`src/hw/eeprom_loader_pkg.sv`:
```
// Constants for the reset-time serial EEPROM configuration loader
package eeprom_loader_pkg;
    // Clock and serial clock timing
    localparam int CLK_PERIOD_NS = 10;
    localparam int SK_HALF_NS = 500;
    localparam int SK_HALF_CYC = (SK_HALF_NS + CLK_PERIOD_NS - 1) / CLK_PERIOD_NS;
    // Serial frame layout per word
    localparam int CMD_BITS = 9;
    localparam int DUMMY_BITS = 1;
    localparam int DATA_BITS = 16;
    localparam int WORD_BITS = CMD_BITS + DUMMY_BITS + DATA_BITS;
    localparam logic START_BIT = 1'b1;
    localparam logic [1:0] READ_OPCODE = 2'b10;
    // EEPROM word addresses in read order
    localparam logic [5:0] EE_ADDR_CFG = 6'h0a;
    localparam logic [5:0] EE_ADDR_SUBSYS = 6'h0b;
    localparam logic [5:0] EE_ADDR_VENDOR = 6'h0c;
    localparam logic [5:0] EE_ADDR_SA0 = 6'h00;
    localparam logic [5:0] EE_ADDR_SA1 = 6'h01;
    localparam logic [5:0] EE_ADDR_SA2 = 6'h02;
    localparam logic [2:0] LAST_IDX_BASE = 3'h2;
    localparam logic [2:0] LAST_IDX_WOL = 3'h5;
    // Configuration word fields
    localparam int CFG_PHY_LSB = 0;
    localparam int CFG_WOL_BIT = 5;
    localparam int CFG_PM_BIT = 7;
    localparam int CFG_REV_LSB = 8;
    localparam int CFG_BOOT_BIT = 11;
    localparam int CFG_ID_BIT = 13;
    localparam int CFG_SIG_LSB = 14;
    localparam logic [1:0] SIG_VALID = 2'h1;
    localparam logic [2:0] SIG_ID_LATER = 3'h3;
    localparam logic [1:0] PHY_ADDR_DEFAULT = 2'h1;
    localparam logic [15:0] CFG_RESET = 16'h0000;
    // Register map, 4-bit word addresses, 16-bit data
    localparam logic [3:0] REG_STATUS = 4'h0;
    localparam logic [3:0] REG_CONFIG = 4'h1;
    localparam logic [3:0] REG_CONTROL = 4'h2;
    localparam logic [3:0] REG_SA0 = 4'h3;
    localparam logic [3:0] REG_SA1 = 4'h4;
    localparam logic [3:0] REG_SA2 = 4'h5;
    localparam logic [3:0] REG_SUBSYS = 4'h6;
    localparam logic [3:0] REG_VENDOR = 4'h7;
    localparam int ST_DONE = 0;
    localparam int ST_VALID = 1;
    localparam int ST_WOL = 2;
    localparam int ST_WAKE = 3;
    localparam int ST_SA_SW = 4;
    localparam int CTL_WAKE_CLR = 0;
    localparam int CTL_RELOAD = 1;
    // Loader states, one-hot
    typedef enum logic [2:0] {
        S_SHIFT = 3'b001,
        S_GAP = 3'b010,
        S_DONE = 3'b100
    } load_state_t;
endpackage

```
`src/hw/eeprom_config_loader.sv`:
```
// Reset-time serial EEPROM configuration loader with register port
//
// Chosen here: the plain strobed port and the register addresses.
`timescale 1ns/1ps
module eeprom_config_loader
    import eeprom_loader_pkg::*;
#(
    parameter int SK_HALF = SK_HALF_CYC,
    parameter bit LATER_STEP = 1'b1,
    parameter logic [7:0] REV_ID_BASE = 8'h00
)(
    input wire logic clk,
    input wire logic sys_rst,
    input wire logic [3:0] reg_addr,
    input wire logic [15:0] reg_wdata,
    input wire logic reg_wr,
    input wire logic reg_rd,
    output logic [15:0] reg_rdata,
    output logic ee_cs,
    output logic ee_sk,
    output logic ee_di,
    input wire logic ee_do,
    input wire logic isolate_pin_n,
    output logic clk_isolate,
    input wire logic wake_packet_rx,
    output logic wake_event_out_n,
    input wire logic station_address_setup_cmd,
    input wire logic [47:0] setup_address,
    input wire logic rev_sub_strap,
    output logic [1:0] phy_addr,
    output logic wake_on_lan_enable,
    output logic cap_ptr_zero,
    output logic boot_rom_disable,
    output logic subsys_id_sel,
    output logic [7:0] revision_id,
    output logic [15:0] subsystem_id,
    output logic [15:0] subsystem_vendor_id,
    output logic [47:0] station_address,
    output logic load_done
);
    import eeprom_loader_pkg::*;

    // Word address for each step of the load sequence
    function automatic logic [5:0] word_addr(input logic [2:0] idx);
        case (idx)
            3'h0: word_addr = EE_ADDR_CFG;
            3'h1: word_addr = EE_ADDR_SUBSYS;
            3'h2: word_addr = EE_ADDR_VENDOR;
            3'h3: word_addr = EE_ADDR_SA0;
            3'h4: word_addr = EE_ADDR_SA1;
            default: word_addr = EE_ADDR_SA2;
        endcase
    endfunction

    load_state_t state_reg;
    logic [9:0] half_cnt_reg;
    logic [4:0] bit_cnt_reg;
    logic [2:0] word_idx_reg;
    logic [15:0] shift_reg, cfg_reg, subsys_reg, vendor_reg;
    logic [47:0] sa_ee_reg, sa_sw_reg;
    logic sk_reg, sa_sw_valid_reg, done_reg, wake_reg;
    logic do_s1_reg, do_s2_reg, iso_s1_reg, iso_s2_reg;
    logic half_tick, gap_tick, bit_end, word_end;
    logic cfg_valid, last_word, reload_req, wake_clr;
    logic [15:0] word_next;
    logic [8:0] cmd_word;

    assign half_tick = (half_cnt_reg == 10'(SK_HALF - 1));
    assign gap_tick = (half_cnt_reg == 10'(2 * SK_HALF - 1));
    assign bit_end = (state_reg == S_SHIFT) && half_tick && sk_reg;
    assign word_end = bit_end && (bit_cnt_reg == 5'(WORD_BITS - 1));
    assign word_next = {shift_reg[14:0], do_s2_reg};
    assign cmd_word = {START_BIT, READ_OPCODE, word_addr(word_idx_reg)};
    assign cfg_valid = (cfg_reg[CFG_SIG_LSB +: 2] == SIG_VALID);
    // Address words follow only for a valid word with the wake bit set
    assign last_word = (word_idx_reg == LAST_IDX_WOL) ||
        ((word_idx_reg == LAST_IDX_BASE) &&
        !(cfg_valid && cfg_reg[CFG_WOL_BIT]));
    assign reload_req = reg_wr && (reg_addr == REG_CONTROL) &&
        reg_wdata[CTL_RELOAD] && done_reg;
    assign wake_clr = reg_wr && (reg_addr == REG_CONTROL) &&
        reg_wdata[CTL_WAKE_CLR];

    // Pin synchronisers; first stages feed only the second stages
    // No reset: both outputs are only used once the load is under way
    always_ff @(posedge clk)
    begin
        do_s1_reg <= ee_do;
        do_s2_reg <= do_s1_reg;
        iso_s1_reg <= isolate_pin_n;
        iso_s2_reg <= iso_s1_reg;
    end

    // Sequencer; reset release starts the load with the config word
    always_ff @(posedge clk)
    begin
        if (sys_rst)
        begin
            state_reg <= S_SHIFT;
            half_cnt_reg <= 10'h000;
            bit_cnt_reg <= 5'h00;
            word_idx_reg <= 3'h0;
            done_reg <= 1'b0;
        end
        else
        begin
            case (state_reg)
                S_SHIFT:
                begin
                    half_cnt_reg <= half_tick ? 10'h000 : half_cnt_reg + 10'h001;
                    if (word_end)
                    begin
                        bit_cnt_reg <= 5'h00;
                        state_reg <= S_GAP;
                    end
                    else if (bit_end)
                        bit_cnt_reg <= bit_cnt_reg + 5'h01;
                end
                S_GAP:
                begin
                    // Chip select stays low for one bit period between words
                    half_cnt_reg <= gap_tick ? 10'h000 : half_cnt_reg + 10'h001;
                    if (gap_tick && last_word)
                    begin
                        state_reg <= S_DONE;
                        done_reg <= 1'b1;
                    end
                    else if (gap_tick)
                    begin
                        word_idx_reg <= word_idx_reg + 3'h1;
                        state_reg <= S_SHIFT;
                    end
                end
                S_DONE:
                begin
                    half_cnt_reg <= 10'h000;
                    if (reload_req)
                    begin
                        word_idx_reg <= 3'h0;
                        done_reg <= 1'b0;
                        state_reg <= S_SHIFT;
                    end
                end
                default:
                begin
                    state_reg <= S_DONE;
                    done_reg <= 1'b1;
                end
            endcase
        end
    end

    // Serial pins; data changes while the shift clock is low
    always_ff @(posedge clk)
    begin
        if (sys_rst)
        begin
            sk_reg <= 1'b0;
            ee_cs <= 1'b0;
            ee_di <= 1'b0;
        end
        else
        begin
            if (state_reg == S_SHIFT && half_tick)
                sk_reg <= !sk_reg;
            else if (state_reg != S_SHIFT)
                sk_reg <= 1'b0;
            ee_cs <= (state_reg == S_SHIFT);
            if (state_reg == S_SHIFT && bit_cnt_reg < 5'(CMD_BITS))
                ee_di <= cmd_word[4'(CMD_BITS - 1) - bit_cnt_reg[3:0]];
            else
                ee_di <= 1'b0;
        end
    end
    assign ee_sk = sk_reg;

    // Data bits sampled at the end of each high phase, MSB first
    always_ff @(posedge clk)
    begin
        if (sys_rst)
            shift_reg <= 16'h0000;
        else if (bit_end && bit_cnt_reg >= 5'(CMD_BITS + DUMMY_BITS))
            shift_reg <= word_next;
    end

    // Loaded words; config stays at reset value until read
    always_ff @(posedge clk)
    begin
        if (sys_rst)
        begin
            cfg_reg <= CFG_RESET;
            subsys_reg <= 16'h0000;
            vendor_reg <= 16'h0000;
            sa_ee_reg <= 48'h000000000000;
        end
        else if (word_end)
        begin
            case (word_idx_reg)
                3'h0: cfg_reg <= word_next;
                3'h1: subsys_reg <= word_next;
                3'h2: vendor_reg <= word_next;
                3'h3: sa_ee_reg[15:0] <= word_next;
                3'h4: sa_ee_reg[31:16] <= word_next;
                default: sa_ee_reg[47:32] <= word_next;
            endcase
        end
    end

    // Software address setup replaces the loaded address from then on
    always_ff @(posedge clk)
    begin
        if (sys_rst)
        begin
            sa_sw_reg <= 48'h000000000000;
            sa_sw_valid_reg <= 1'b0;
        end
        else if (station_address_setup_cmd)
        begin
            sa_sw_reg <= setup_address;
            sa_sw_valid_reg <= 1'b1;
        end
    end

    // Decoded configuration; reserved bits 4:2, 6, 12 are ignored
    always_ff @(posedge clk)
    begin
        if (sys_rst)
        begin
            phy_addr <= PHY_ADDR_DEFAULT;
            wake_on_lan_enable <= 1'b0;
            cap_ptr_zero <= 1'b0;
            boot_rom_disable <= 1'b0;
            subsys_id_sel <= 1'b0;
            revision_id <= REV_ID_BASE;
            station_address <= 48'h000000000000;
            load_done <= 1'b0;
        end
        else
        begin
            phy_addr <= cfg_valid ? cfg_reg[CFG_PHY_LSB +: 2]
                : PHY_ADDR_DEFAULT;
            wake_on_lan_enable <= cfg_valid && cfg_reg[CFG_WOL_BIT];
            cap_ptr_zero <= cfg_valid && cfg_reg[CFG_PM_BIT];
            boot_rom_disable <= cfg_valid && cfg_reg[CFG_BOOT_BIT];
            subsys_id_sel <= cfg_valid && cfg_reg[CFG_ID_BIT];
            // Later step also demands the ID bit before substituting
            if (LATER_STEP ? (cfg_reg[CFG_ID_BIT +: 3] == SIG_ID_LATER &&
                rev_sub_strap) : (cfg_valid && rev_sub_strap))
                revision_id <= {REV_ID_BASE[7:3], cfg_reg[CFG_REV_LSB +: 3]};
            else
                revision_id <= REV_ID_BASE;
            station_address <= sa_sw_valid_reg ? sa_sw_reg
                : sa_ee_reg;
            load_done <= done_reg;
        end
    end
    assign subsystem_id = subsys_reg;
    assign subsystem_vendor_id = vendor_reg;

    // Wake event is sticky; a new packet beats a clear in the same cycle
    always_ff @(posedge clk)
    begin
        if (sys_rst)
            wake_reg <= 1'b0;
        else if (wake_packet_rx && wake_on_lan_enable && done_reg)
            wake_reg <= 1'b1;
        else if (wake_clr)
            wake_reg <= 1'b0;
    end
    assign wake_event_out_n = !wake_reg;

    // Isolation may gate the clock only once every EEPROM access ended
    always_ff @(posedge clk)
    begin
        if (sys_rst)
            clk_isolate <= 1'b0;
        else
            clk_isolate <= done_reg && !iso_s2_reg;
    end

    // Register read port, data one cycle after the strobe
    always_ff @(posedge clk)
    begin
        if (sys_rst)
            reg_rdata <= 16'h0000;
        else if (reg_rd)
        begin
            case (reg_addr)
                REG_STATUS: reg_rdata <= {11'h000, sa_sw_valid_reg, wake_reg,
                    wake_on_lan_enable, cfg_valid, done_reg};
                REG_CONFIG: reg_rdata <= cfg_reg;
                REG_SA0: reg_rdata <= station_address[15:0];
                REG_SA1: reg_rdata <= station_address[31:16];
                REG_SA2: reg_rdata <= station_address[47:32];
                REG_SUBSYS: reg_rdata <= subsys_reg;
                REG_VENDOR: reg_rdata <= vendor_reg;
                default: reg_rdata <= 16'h0000;
            endcase
        end
        else
            reg_rdata <= 16'h0000;
    end
endmodule

```
`config.mk`:
```
export PLATFORM = sky130hd
export DESIGN_NAME = eeprom_config_loader
export DESIGN_NICKNAME = d
export VERILOG_FILES = /design/src/hw/eeprom_loader_pkg.sv /design/src/hw/eeprom_config_loader.sv
export SDC_FILE = /design/constraint.sdc
export NUM_CORES = 1
export LEC_CHECK = 0
export ABC_CLOCK_PERIOD_IN_PS = 3060
export BUFFER_PORTS_ARGS = -buffer_cell sky130_fd_sc_hd__buf_4
export CAP_MARGIN = 20
export CORE_ASPECT_RATIO = 1.5
export CORE_MARGIN = 2
export CORE_UTILIZATION = 55
export CTS_CLUSTER_DIAMETER = 80
export DETAILED_ROUTE_END_ITERATION = 12
export PLACE_DENSITY_LB_ADDON = 0.08
export RECOVER_POWER = 50
export SLEW_MARGIN = 20
export SYNTH_ARGS = -nofsm -noshare
export SYNTH_HDL_FRONTEND = slang
export SYNTH_SLANG_ARGS = --single-unit
```
`constraint.sdc`:
```
create_clock -name clk -period 3.06 [get_ports clk]
set_clock_uncertainty 0.05 [all_clocks]
set_input_delay 0.153 -clock clk [delete_from_list [all_inputs] [get_ports clk]]
set_output_delay 0.153 -clock clk [all_outputs]
set_load 0.01 [all_outputs]
```
==> metrics.txt <==
gpl congestion 0.9100; Skew-Pair Late Insertion Delay 520 ps; Detail Route met3 WL 1.546 mm; number of synthesized flops with an enable pin 0; antenna violations before repair 0; uppermost layer routed met4; H-Tree Depth 1; clock share of power 44.3%; number of CTS-inserted buffers 26; Synth Area in Compound Gates 7.384%; critical path class in2reg; Net Sw Power 1.656 mW; CP Max Fanout 180; Syn-to-layout area delta 24.50%; drt wl/cell 19.57 µm; num rows 61; port buffer count 173; Slew Limit Headroom -30.49%; Hold Crit Class in2reg; LEAKAGE 4.911 nW; Hold Crit Depth 3; setup tns final 0 ps; Die ar. 20180 µm²; pwr/cell area 566.3 nW/µm²; Final min period 2700 ps; Die Span Y 173.0 µm; wire length of the first global-routing pass 46.17 mm; DRC 0; DR iter-0 viols 656; most frequent cell after synthesis dfxtp_1; P_int 5.726 mW; Worst EP arrival 2930 ps; final setup fails 0; outcome finished, violations left; worst-case clock buffer depth 3; Seq pwr share 48.9%; distinct cell type count after synthesis 56; largest family of logic cells by synthesized area multiplexers; XOR/XNOR share of the synthesized area 1.087%; CP max-delay cell clkbuf_4; CP peak stage delay 1490 ps; max-slew violation count 276; crit-path cells dlygate4sd3_1 > buf_6 > clkbuf_4 > nor2_1; multiplexer share of the synthesized area 19.42%; vias per inst 5.588; Gate power share 6.8%; CTS tree yes; Syn Area/Cell 9.851 µm²; max_cap viols 3; adder-cell share of the synthesized area 1.553%; Die X 116.7 µm; area of the mapped netlist 10470 µm²; Peak VDD IR 0.5531 mV; post-synthesis sequential area ratio 50.66%; asr flop ratio synth 0%; R2R depth 6; Tcrit/Tclk final 88.24%; ANT nets after route 0; Achievable Freq 0.3703 GHz; Root Buffer clkbuf_16; Ant. Diodes 0; actual slew at the worst max-slew pin 1957 ps; YS warnings 0; wl on met1 12.02 mm; Total Routed Length 30.04 mm; cell taking the most area after synthesis dfxtp_1; Resized Gates After CTS 0; WL met2 14.91 mm; Critical Path Sink Type register; Synth Instances 1063; Simple-Gate Fraction of Synth Area 15.59%; Switching Fraction 22.43%; dpl hpwl 20.37 mm; Post-CTS Setup Bufs 0; failing checks max-capacitance violations, max-slew violations; flops & latches, synth 265; Critical Path RT 3290 ps; startpoint class of the critical path input port; ranking of synthesized cells by area dfxtp_1 (51%), mux2i_1 (19%), nor2_1 (7.7%), clkbuf_1 (2.0%), nand2_1 (1.6%); Layout Nets 1353; Ports 193; total track usage 29.42%; layout cells sized above 1 10.91%; post-place setup slack 462.8 ps; final hold vios 0; largest net degree at the start of global routing 181; Synth top cells by count dfxtp_1 (265), nor2_1 (216), mux2i_1 (202), clkbuf_1 (56), nand2_1 (46); Remaining Overflow, GRT 0; initial core utilization 56.23%; Reg clk slew, reported paths 60 ps; RSZ-0062 raised after global routing false; vias in the first global route 8411; drt first pass iters 6; via count 8578; Core Area 18620 µm²; Final WS setup 359.7 ps; Main synth FF type dfxtp_1; top cell type's share of synthesized area 50.66%; cts hold-fix bufs 63; CTS Sinks 265
path summary, 6_finish.rpt:
path                           startpoint  slack [ps]                        endpoint
max                               sys_rst         360  station_address[25]$_SDFF_PP0_
min                          reg_wdata[1]          50       state_reg[2]$_SDFFE_PP0P_
max reg2reg  half_cnt_reg[2]$_SDFFE_PP0P_         390      sa_ee_reg[27]$_SDFFE_PP0P_
min reg2reg             do_s1_reg$_DFF_P_         280               do_s2_reg$_DFF_P_
cell families after synthesis:
family | count (synthesis)
XOR/XNOR | 13
AND/OR/NAND/NOR | 354
buffers and inverters | 101
AO/OA/AOI/OAI | 113
flip-flops | 265
multiplexers | 203
adder cells (fa/ha/maj) | 13
other | 1
cell type report:
| type | count | area (µm²) |
|---|---|---|
| Clock buffer | 37 | 783.3 |
| Clock inverter | 11 | 111.4 |
| Fill cell | 1547 | 5587 |
| Sequential cell | 265 | 5305 |
| Timing Repair Buffer | 256 | 1733 |
| Inverter | 13 | 48.80 |
| Multi-Input combinational cell | 701 | 4740 |
| Tap cell | 252 | 315.3 |
critical path: cells and delay by family:
family,cells,cell delay (ps)
buffers and inverters,3,2370
AND/OR/NAND/NOR,1,300
metrics by stage:
| stage | area [µm²] | instances | power (mW) | hold WS (ps) | util [%] |
|---|---|---|---|---|---|
| global route | 13040 | 1535 | 7.630 | 68.81 | 70.00 |
| floorplan | 10490 | 1067 | 3.951 | 130.7 | - |
| CTS | 13500 | 1535 | 7.430 | 24.49 | 72.47 |
| finish | 13040 | 1535 | 7.382 | 52.67 | 70.00 |
| detailed placement | 11970 | 1424 | 4.136 | 213.1 | 64.28 |
| global placement | 11970 | 1424 | 4.127 | 207.9 | 64.28 |
per-layer routing:
metal  GRT usage, %  vias up
li1               -     4067
met1          36.95     4120
met2          49.73      305
met3          3.610       86
met4          13.58        0
met5              0        -
cells in the final DEF (no fill, tap or decap), drive strengths merged, types with 3 or more instances in the layout:
cell type	n
o21ai	6
xor2	4
nor3b	6
or4	4
clkinv	8
o21a	4
nor4	5
dfxtp	265
conb	5
nand2	46
and2	7
nand3	4
and3	4
a21oi	34
or3b	4
mux2i	202
clkbuf	154
buf	76
a22oi	22
o211ai	4
inv	13
o31ai	5
dlygate4sd3	63
a31oi	12
a22o	3
nand4	5
or2	3
nor2	216
nor2b	3
nor3	26
xnor2	9
or3	4
a222oi	4
a221oi	8
ha	13
nand2b	4
nand3b	4
power groups by stage:
| stage | sequential [mW] | combinational (mW) | clock [mW] |
|---|---|---|---|
| floorplan | 3.66 | 0.287 | 0 |
| global placement | 3.68 | 0.443 | 0 |
| detailed placement | 3.68 | 0.452 | 0 |
| CTS | 3.61 | 0.517 | 3.31 |
| global route | 3.62 | 0.551 | 3.46 |
| finish | 3.61 | 0.506 | 3.27 |
Power figures use the tool's default switching activity.
